### config.mk
export PLATFORM = sky130hd
export DESIGN_NAME = dead_time_edge_offsets
export DESIGN_NICKNAME = d
export VERILOG_FILES = /design/src/hw/dead_time_pkg.sv /design/src/hw/edge_offset_if.sv /design/src/hw/edge_offset_decode.sv /design/src/hw/dead_time_edge_offsets.sv
export VERILOG_INCLUDE_DIRS = /design/src /design/src/hw
export SDC_FILE = /design/constraint.sdc
export NUM_CORES = 1
export LEC_CHECK = 0
export BUFFER_PORTS_ARGS = -buffer_cell sky130_fd_sc_hd__buf_2
export CAP_MARGIN = 20
export CORE_MARGIN = 4
export CORE_UTILIZATION = 58
export CTS_BUF_LIST = sky130_fd_sc_hd__clkbuf_16
export CTS_CLUSTER_DIAMETER = 120
export DETAILED_ROUTE_END_ITERATION = 16
export GPL_ROUTABILITY_DRIVEN = 0
export PLACE_DENSITY = 0.85
export SYNTH_ARGS = -nofsm -noshare
export SYNTH_HDL_FRONTEND = slang
export SYNTH_SLANG_ARGS = --single-unit
### constraint.sdc
create_clock -name sys_clk_in -period 3.2 [get_ports sys_clk_in]
set_clock_uncertainty 0.1 [all_clocks]
set_input_delay 0.32 -clock sys_clk_in [delete_from_list [all_inputs] [get_ports sys_clk_in]]
set_output_delay 0.32 -clock sys_clk_in [all_outputs]
set_load 0.02 [all_outputs]
### src/hw/dead_time_params.svh
`ifndef DEAD_TIME_PARAMS_SVH
`define DEAD_TIME_PARAMS_SVH

// register offsets on the configuration port
`define DT_ADDR_EDGES_ONE_TWO 8'h69
`define DT_ADDR_EDGES_THREE_FOUR 8'h6A
// reset value of both offset registers
`define DT_REG_RESET 8'h00
// value returned for an unmapped read
`define DT_UNMAPPED_READ 8'h00
// field positions inside each register
`define DT_SIGN_FIRST_POS 7
`define DT_CODE_FIRST_LSB 4
`define DT_SIGN_SECOND_POS 3
`define DT_CODE_SECOND_LSB 0
`define DT_CODE_W 3
// offset step and largest offset in ns
`define DT_STEP_NS 7'h05
`define DT_MAX_NS 35
// threshold code that disables adaptive offsets
`define DT_THR_OFF 3'h0

`endif

### src/hw/dead_time_pkg.sv
package dead_time_pkg;
   // one signed edge offset in ns, two's complement
   typedef logic [6:0] offset_ns_type;
   // offsets of the four edges, index 0 is the first edge
   typedef logic [3:0][6:0] edge_offsets_type;
   // all state of the top module
   typedef struct packed {
      logic [7:0] dt12_r;
      logic [7:0] dt34_r;
      logic [3:0][6:0] applied_r;
      logic adaptive_r;
      logic [7:0] rdata_r;
      logic rvalid_r;
   } state_type;
endpackage : dead_time_pkg

### src/hw/edge_offset_if.sv
`timescale 1ns/1ns
// carries the register images to the decoder and the decoded offsets back
interface edge_offset_if;
   logic [7:0] dt12; // edges one and two register image
   logic [7:0] dt34; // edges three and four register image
   dead_time_pkg::edge_offsets_type offset_ns; // decoded signed offsets
   modport src (output dt12, output dt34, input offset_ns);
   modport dec (input dt12, input dt34, output offset_ns);
endinterface : edge_offset_if

### src/hw/edge_offset_decode.sv
`timescale 1ns/1ns
`include "dead_time_params.svh"
// turns sign and code fields into signed ns offsets, one per edge
module edge_offset_decode (
   edge_offset_if.dec port_if
);
   // signed offset from a sign bit and a 3-bit step code
   function automatic dead_time_pkg::offset_ns_type decode_offset(input logic sign,
                                                                 input logic [2:0] code);
      dead_time_pkg::offset_ns_type mag;
      mag = 7'({4'h0, code} * `DT_STEP_NS);
      // clear sign means later, set sign means earlier
      decode_offset = sign ? 7'(-mag) : mag;
   endfunction : decode_offset

   // one decoder per edge; even-index edges (first, third) use the upper fields
   for (genvar e = 0; e < 4; e++) begin : g_edge
      localparam int SIGN_POS = (e % 2 == 0) ? `DT_SIGN_FIRST_POS : `DT_SIGN_SECOND_POS;
      localparam int CODE_LSB = (e % 2 == 0) ? `DT_CODE_FIRST_LSB : `DT_CODE_SECOND_LSB;
      logic [7:0] src; // register that holds this edge
      assign src = (e < 2) ? port_if.dt12 : port_if.dt34;
      assign port_if.offset_ns[e] = decode_offset(src[SIGN_POS],
                                                  src[CODE_LSB +: `DT_CODE_W]);
   end
endmodule : edge_offset_decode

### src/hw/dead_time_edge_offsets.sv
// Summary of operation
// - sign bit clear is later, set earlier
// - first edge shifts by bits 6:4 times 5ns
// - second edge shifts by bits 2:0 times 5ns
// - third edge shifts by bits 6:4 times 5ns
// - fourth edge shifts by bits 2:0 times 5ns
// - offsets only while current below threshold
// - threshold code zero disables, steps eighth scale
`timescale 1ns/1ns
`include "dead_time_params.svh"
module dead_time_edge_offsets #(
   parameter int CS_W = 8 // width of the sensed current sample
) (
   input wire logic sys_clk_in,
   input wire logic rst_n_in,
   input wire logic [7:0] cfg_addr_in,
   input wire logic cfg_wr_in,
   input wire logic cfg_rd_in,
   input wire logic [7:0] cfg_wdata_in,
   input wire logic [CS_W-1:0] secondary_current_sense_in,
   input wire logic [2:0] threshold_code_in,
   input wire logic period_start_in,
   output logic [7:0] cfg_rdata_out,
   output logic cfg_rvalid_out,
   output logic [3:0][6:0] edge_offset_ns_out,
   output logic adaptive_active_out
);
   // refuse a sample too narrow to hold eighth steps
   if (CS_W < 3) begin : g_bad_width
      $error("CS_W must be at least 3");
   end

   // registered state and its next value
   dead_time_pkg::state_type st_r;
   dead_time_pkg::state_type st_nxt;
   // carrier to the decoder
   edge_offset_if dec_if ();
   // threshold in sample counts
   logic [CS_W:0] threshold_w;
   // offsets wanted for the coming period
   logic use_offsets_w;

   // address match, shared by read and write
   function automatic logic hit(input logic [7:0] addr, input logic [7:0] reg_addr);
      hit = (addr == reg_addr);
   endfunction : hit

   // decoder fed from the stored register images
   assign dec_if.dt12 = st_r.dt12_r;
   assign dec_if.dt34 = st_r.dt34_r;

   edge_offset_decode u_decode (
      .port_if(dec_if)
   );

   // each code step is one eighth of the sample full scale
   // a shift instead of zero padding, so the narrowest legal sample still elaborates
   assign threshold_w = (CS_W + 1)'(threshold_code_in) << (CS_W - 3);
   // code zero disables, else offsets only below threshold
   assign use_offsets_w = (threshold_code_in != `DT_THR_OFF) &&
                          ({1'b0, secondary_current_sense_in} < threshold_w);

   // next state
   always_comb begin
      st_nxt = st_r;
      st_nxt.rvalid_r = 1'b0;
      // register writes
      if (cfg_wr_in) begin
         if (hit(cfg_addr_in, `DT_ADDR_EDGES_ONE_TWO)) begin
            st_nxt.dt12_r = cfg_wdata_in;
         end else if (hit(cfg_addr_in, `DT_ADDR_EDGES_THREE_FOUR)) begin
            st_nxt.dt34_r = cfg_wdata_in;
         end
      end
      // register reads, answered one cycle later
      if (cfg_rd_in) begin
         st_nxt.rvalid_r = 1'b1;
         if (hit(cfg_addr_in, `DT_ADDR_EDGES_ONE_TWO)) begin
            st_nxt.rdata_r = st_r.dt12_r;
         end else if (hit(cfg_addr_in, `DT_ADDR_EDGES_THREE_FOUR)) begin
            st_nxt.rdata_r = st_r.dt34_r;
         end else begin
            st_nxt.rdata_r = `DT_UNMAPPED_READ;
         end
      end
      // offsets change only at a period boundary
      if (period_start_in) begin
         st_nxt.adaptive_r = use_offsets_w;
         if (use_offsets_w) begin
            st_nxt.applied_r = dec_if.offset_ns;
         end else begin
            st_nxt.applied_r = '0; // nominal timing
         end
      end
   end

   // state register
   always_ff @(posedge sys_clk_in or negedge rst_n_in) begin
      if (!rst_n_in) begin
         st_r.dt12_r <= `DT_REG_RESET;
         st_r.dt34_r <= `DT_REG_RESET;
         st_r.applied_r <= '0;
         st_r.adaptive_r <= 1'b0;
         st_r.rdata_r <= 8'h00;
         st_r.rvalid_r <= 1'b0;
      end else begin
         st_r <= st_nxt;
      end
   end

   // outputs straight from flops
   assign cfg_rdata_out = st_r.rdata_r;
   assign cfg_rvalid_out = st_r.rvalid_r;
   assign edge_offset_ns_out = st_r.applied_r;
   assign adaptive_active_out = st_r.adaptive_r;
endmodule : dead_time_edge_offsets

; After elaboration in Yosys (flattened, before gate mapping)
; Index checks and enable logic that the tools add are counted.
[word_totals]
output_inout_bits = 38
inputBits = 32
register_bits = 54
[op_classes]
multipliers = 4
n_eq_ne = 2
n_lt_le_gt_ge = 1
n_reduce_logical = 4
n_addsub = 4
muxes = 8
bitwise_logic = 1
[op_table]
columns = cell, n
row1 = $mux 28, 1
row2 = $mux 7, 4
row3 = $neg 6->7, 4
row4 = $mul 3x3->6 const B, 4
row5 = $eq 8x7->1 const B, 2
row6 = $mux 8, 2
row7 = $lt 8x8->1, 1
row8 = $reduce_and 3->1, 1
row9 = $reduce_bool 3->1, 1
row10 = $reduce_and 2->1, 1
row11 = $logic_and 1x1->1, 1
row12 = $mux 1, 1
row13 = $not 1->1, 1

; Longest topological paths before layout
[logic_depth]
ltp_word = 4
ltp_mapped = 7
depth_no_buf = 7

; Modules after synthesis
; Synthesis repeated with hierarchy kept, for this count alone.
[unflattened]
cells_unflattened = 254
area_unflattened_um2 = 2914.0
[by_module_without_submodules]
columns = module, instances, area_each_um2, cells_each
row1 = dead_time_edge_offsets, 1, 2174.6, 155
row2 = edge_offset_decode, 1, 739.5, 99

; Worst setup path after synthesis
; Ideal clock, no wire load.
[synth_timing]
path_type = register to register
start = register st_r, in the netlist dec_if.dt12[4]
end = register st_r, in the netlist edge_offset_ns_out[5]
required_ps = 2959
setup_slack_ps = 1252
period_less_slack_ps = 1948
arrival_ps = 1707
setup_ps = 141
stages_incl_launch_ff = 8
cell_sequence = dfrtp_1 ha_1 nand2_1 ha_1 or4_1 o21ai_0 xor2_1 o22ai_1
[synth_via]
elab_chain_cells = 4
[synth_lines]
columns = element, line_no
row1 = from (decl), dead_time_edge_offsets.sv:34  ; dead_time_pkg::state_type st_r;
row2 = from (signal assigned), dead_time_edge_offsets.sv:107  ; st_r <= st_nxt;
row3 = $mul 3x3->6 (no source line) *, n/a
row4 = $neg 6->7, edge_offset_decode.sv:13  ; decode_offset = sign ? 7'(-mag) : mag;
row5 = $mux 7 *, edge_offset_decode.sv:13
row6 = $mux 28 *, dead_time_edge_offsets.sv:89  ; if (use_offsets_w) begin
; Mark *: on every way between the ends. The rest lies on a longest branch, timed or not.
; A chain may end at the register's enable or synchronous reset.

; Final worst setup path
; Ends and elaborated chain as after synthesis.

==> metrics.yaml <==
critical_path:
  crit_fanout: 7
  endpoint_kind: "flop"
  timing_worst_setup_path_type: "reg2reg"
  crit_required_ns: 3.23
  startpoint_type: "flop"
  cp.arrival_ns: 2.22
clock_network:
  ctsHtreeMaxLevel: 2
  cts_setup_buffers: 0
  clkSinkCount: 54
  cts_root_buf: "clkbuf_16"
  cts_made_buffers: 5
  clkSlewWorstSetupHoldPaths_ns: 0.06
  cts_tree: "done"
  ctsLongestPathBuffers: 2
  ctsResizeCount: 0
  clk_latency_ns: 0.29
place:
  io_buffers: 64
  dp_hpwl_mm: 4.571
  placed_cell_area_sq_mm: 0.003362
sta:
  rsz0062_at_grt: "false"
  finalSetupViolCount: 0
  period_minus_slack_ns: 2.195
  tightest_slew_ns: 0.8438
  slew_violations: 0
  max_freq_mhz: 455.5
  min_period_over_period_pct: 68.60
  setup_tns_ns: 0
  max_slew_margin_pct: 43.63
  final-hold-violation-count: 0
drt:
  avgViaCountPerCell: 5.261
  drt_first_iter_violations: 122
  drc: 0
  vias: 2236
  ant_nets: 0
  wirelength_mm: 6.485
  drt_first_pass_iters: 4
  routedWlPerCell_um: 15.26
cells_and_area:
  final_core_util_pct: 72.28
  final_nets: 412
  final_cell_mix: "buf_2 (64), inv_1 (63), dfrtp_1 (54)"
  syn_to_final_growth_pct: 17.25
  diodes: 0
  final_common_cell: "buf_2"
  drive_above_1_share_pct: 25.70
  stdcell_area_sq_mm: 0.003505
pwr:
  ir_drop_v: 0.0002547
  p_leak_nw: 1.814
  power_density_mw_per_mm2: 411.0
  power.total_mw: 1.441
floorplanning:
  start_util_pct: 61.65
  io_pins: 70
  dieArea_sq_mm: 0.006366
  core_area_sq_mm: 0.004848
  placementRows: 25
  die_w_um: 79.79
  die_y_um: 79.79
logic_synthesis:
  synth-async-reset-ratio_pct: 100.0
  avgSynthCellArea_sq_um: 10.06
  synth-edff-count: 0
  ys_ff_latch: 54
  ys_seq_area_share_pct: 45.21
  syn_area_sq_mm: 0.002989
  synth_nets: 351
  synth.distinct_cells: 29
  synth_cells: 297
  yosysWarnings: 0
  ys.flop_type: "dfrtp_1"
grt:
  grt_usage_pct: 21.90
  grt_max_degree: 31
  first_global_vias: 2227
  grt_overflow: 0
  grt_pass1_wl_mm: 10.67
  antenna_found_initial: 0
worst_hold_path:
  hp-class: "in2reg"
run_status:
  status: "finished clean"
run:
  max-cap-violations: 0
==> layout make-up <==
class | count | area, sq um
multi-input cells | 169 | 1363
flip-flops and latches | 54 | 1351
fillers | 341 | 1344
repair buffers | 67 | 345.3
inverters | 61 | 229.0
clock buffers | 5 | 125.1
well taps | 67 | 83.83
clock inverters | 2 | 7.507
==> critical path, cell delays in order (launching register included) <==
cell	delay (ns)
dfrtp_1	0.48
ha_1	0.19
nand2_1	0.07
ha_1	0.31
or4_1	0.39
o21ai_0	0.19
xor2_1	0.21
o22ai_1	0.10
==> power breakdown <==
group | total (mW) | internal [mW] | switching [mW]
clock network | 0.509 | 0.280 | 0.228
registers | 0.733 | 0.706 | 0.0269
logic | 0.199 | 0.0812 | 0.117
==> synthesized netlist by cell type (8+ instances only) <==
master / number / share of area [%]
a22o_1: 8 / 2.3
clkbuf_1: 10 / 1.3
dfrtp_1: 54 / 45
ha_1: 22 / 9.2
inv_1: 61 / 7.7
mux2_2: 16 / 6.0
nand2b_1: 12 / 2.5
nand3_1: 8 / 1.3
o21ai_0: 18 / 3.0
o22ai_1: 27 / 5.7
xnor2_1: 9 / 2.6
xor2_1: 11 / 3.2
==> cells by family after synthesis <==
| family | count (synthesis) | share of synthesized area, % |
|---|---|---|
| AO/OA/AOI/OAI | 66 | 14.02 |
| XOR/XNOR | 20 | 5.860 |
| adder cells (fa/ha/maj) | 22 | 9.209 |
| buffers and inverters | 74 | 9.335 |
| flip-flops | 54 | 45.21 |
| multiplexers | 16 | 6.028 |
| AND/OR/NAND/NOR | 45 | 10.34 |
==> metrics by stage <==
stage / cells / setup slack [ns] / hold slack, ns
after floorplan: 297 / 1.252 / -0.07559
after global placement: 417 / 1.092 / 0.2803
after detailed placement: 417 / 1.064 / 0.2950
after CTS: 425 / 1.021 / 0.1771
after global routing: 425 / 0.8644 / 0.1744
final: 425 / 1.005 / 0.1759
==> routing by layer <==
| metal | track usage, % | wire, um | vias up |
|---|---|---|---|
| li1 | - | - | 1120 |
| met1 | 28.24 | 2748 | 1054 |
| met2 | 36.31 | 3381 | 53 |
| met3 | 4.853 | 264 | 9 |
| met4 | 7.770 | 91 | 0 |
| met5 | 0 | 0 | - |
==> what timing repair did <==
| action | CTS | global route |
|---|---|---|
| hold endpoints to repair | 29 | 0 |
| setup endpoints to repair | 0 | 0 |
| hold buffers | 1 | 0 |
==> sequential cells by signal, indices dropped and copies added (netlist names) <==
register,count
edge_offset_ns_out,28
cfg_rdata_out,8
dec_if.dt12,8
dec_if.dt34,8
adaptive_active_out,1
cfg_rvalid_out,1
==> path summary, 6_finish.rpt <==
kind                            slack [ns]                endpoint  cells past startpoint        startpoint
worst max-delay path                  1.00   edge_offset_ns_out[5]                      7    dec_if.dt12[4]
worst min-delay path                  0.18          dec_if.dt34[7]                      2   cfg_wdata_in[7]
worst max register to register        1.00   edge_offset_ns_out[5]                      7    dec_if.dt12[4]
worst min register to register        0.42        cfg_rdata_out[2]                      2  cfg_rdata_out[2]
max in group asynchronous             1.72          dec_if.dt12[4]                      3          rst_n_in
min in group asynchronous             0.49  edge_offset_ns_out[11]                      2          rst_n_in
Power figures use the tool's default switching activity.
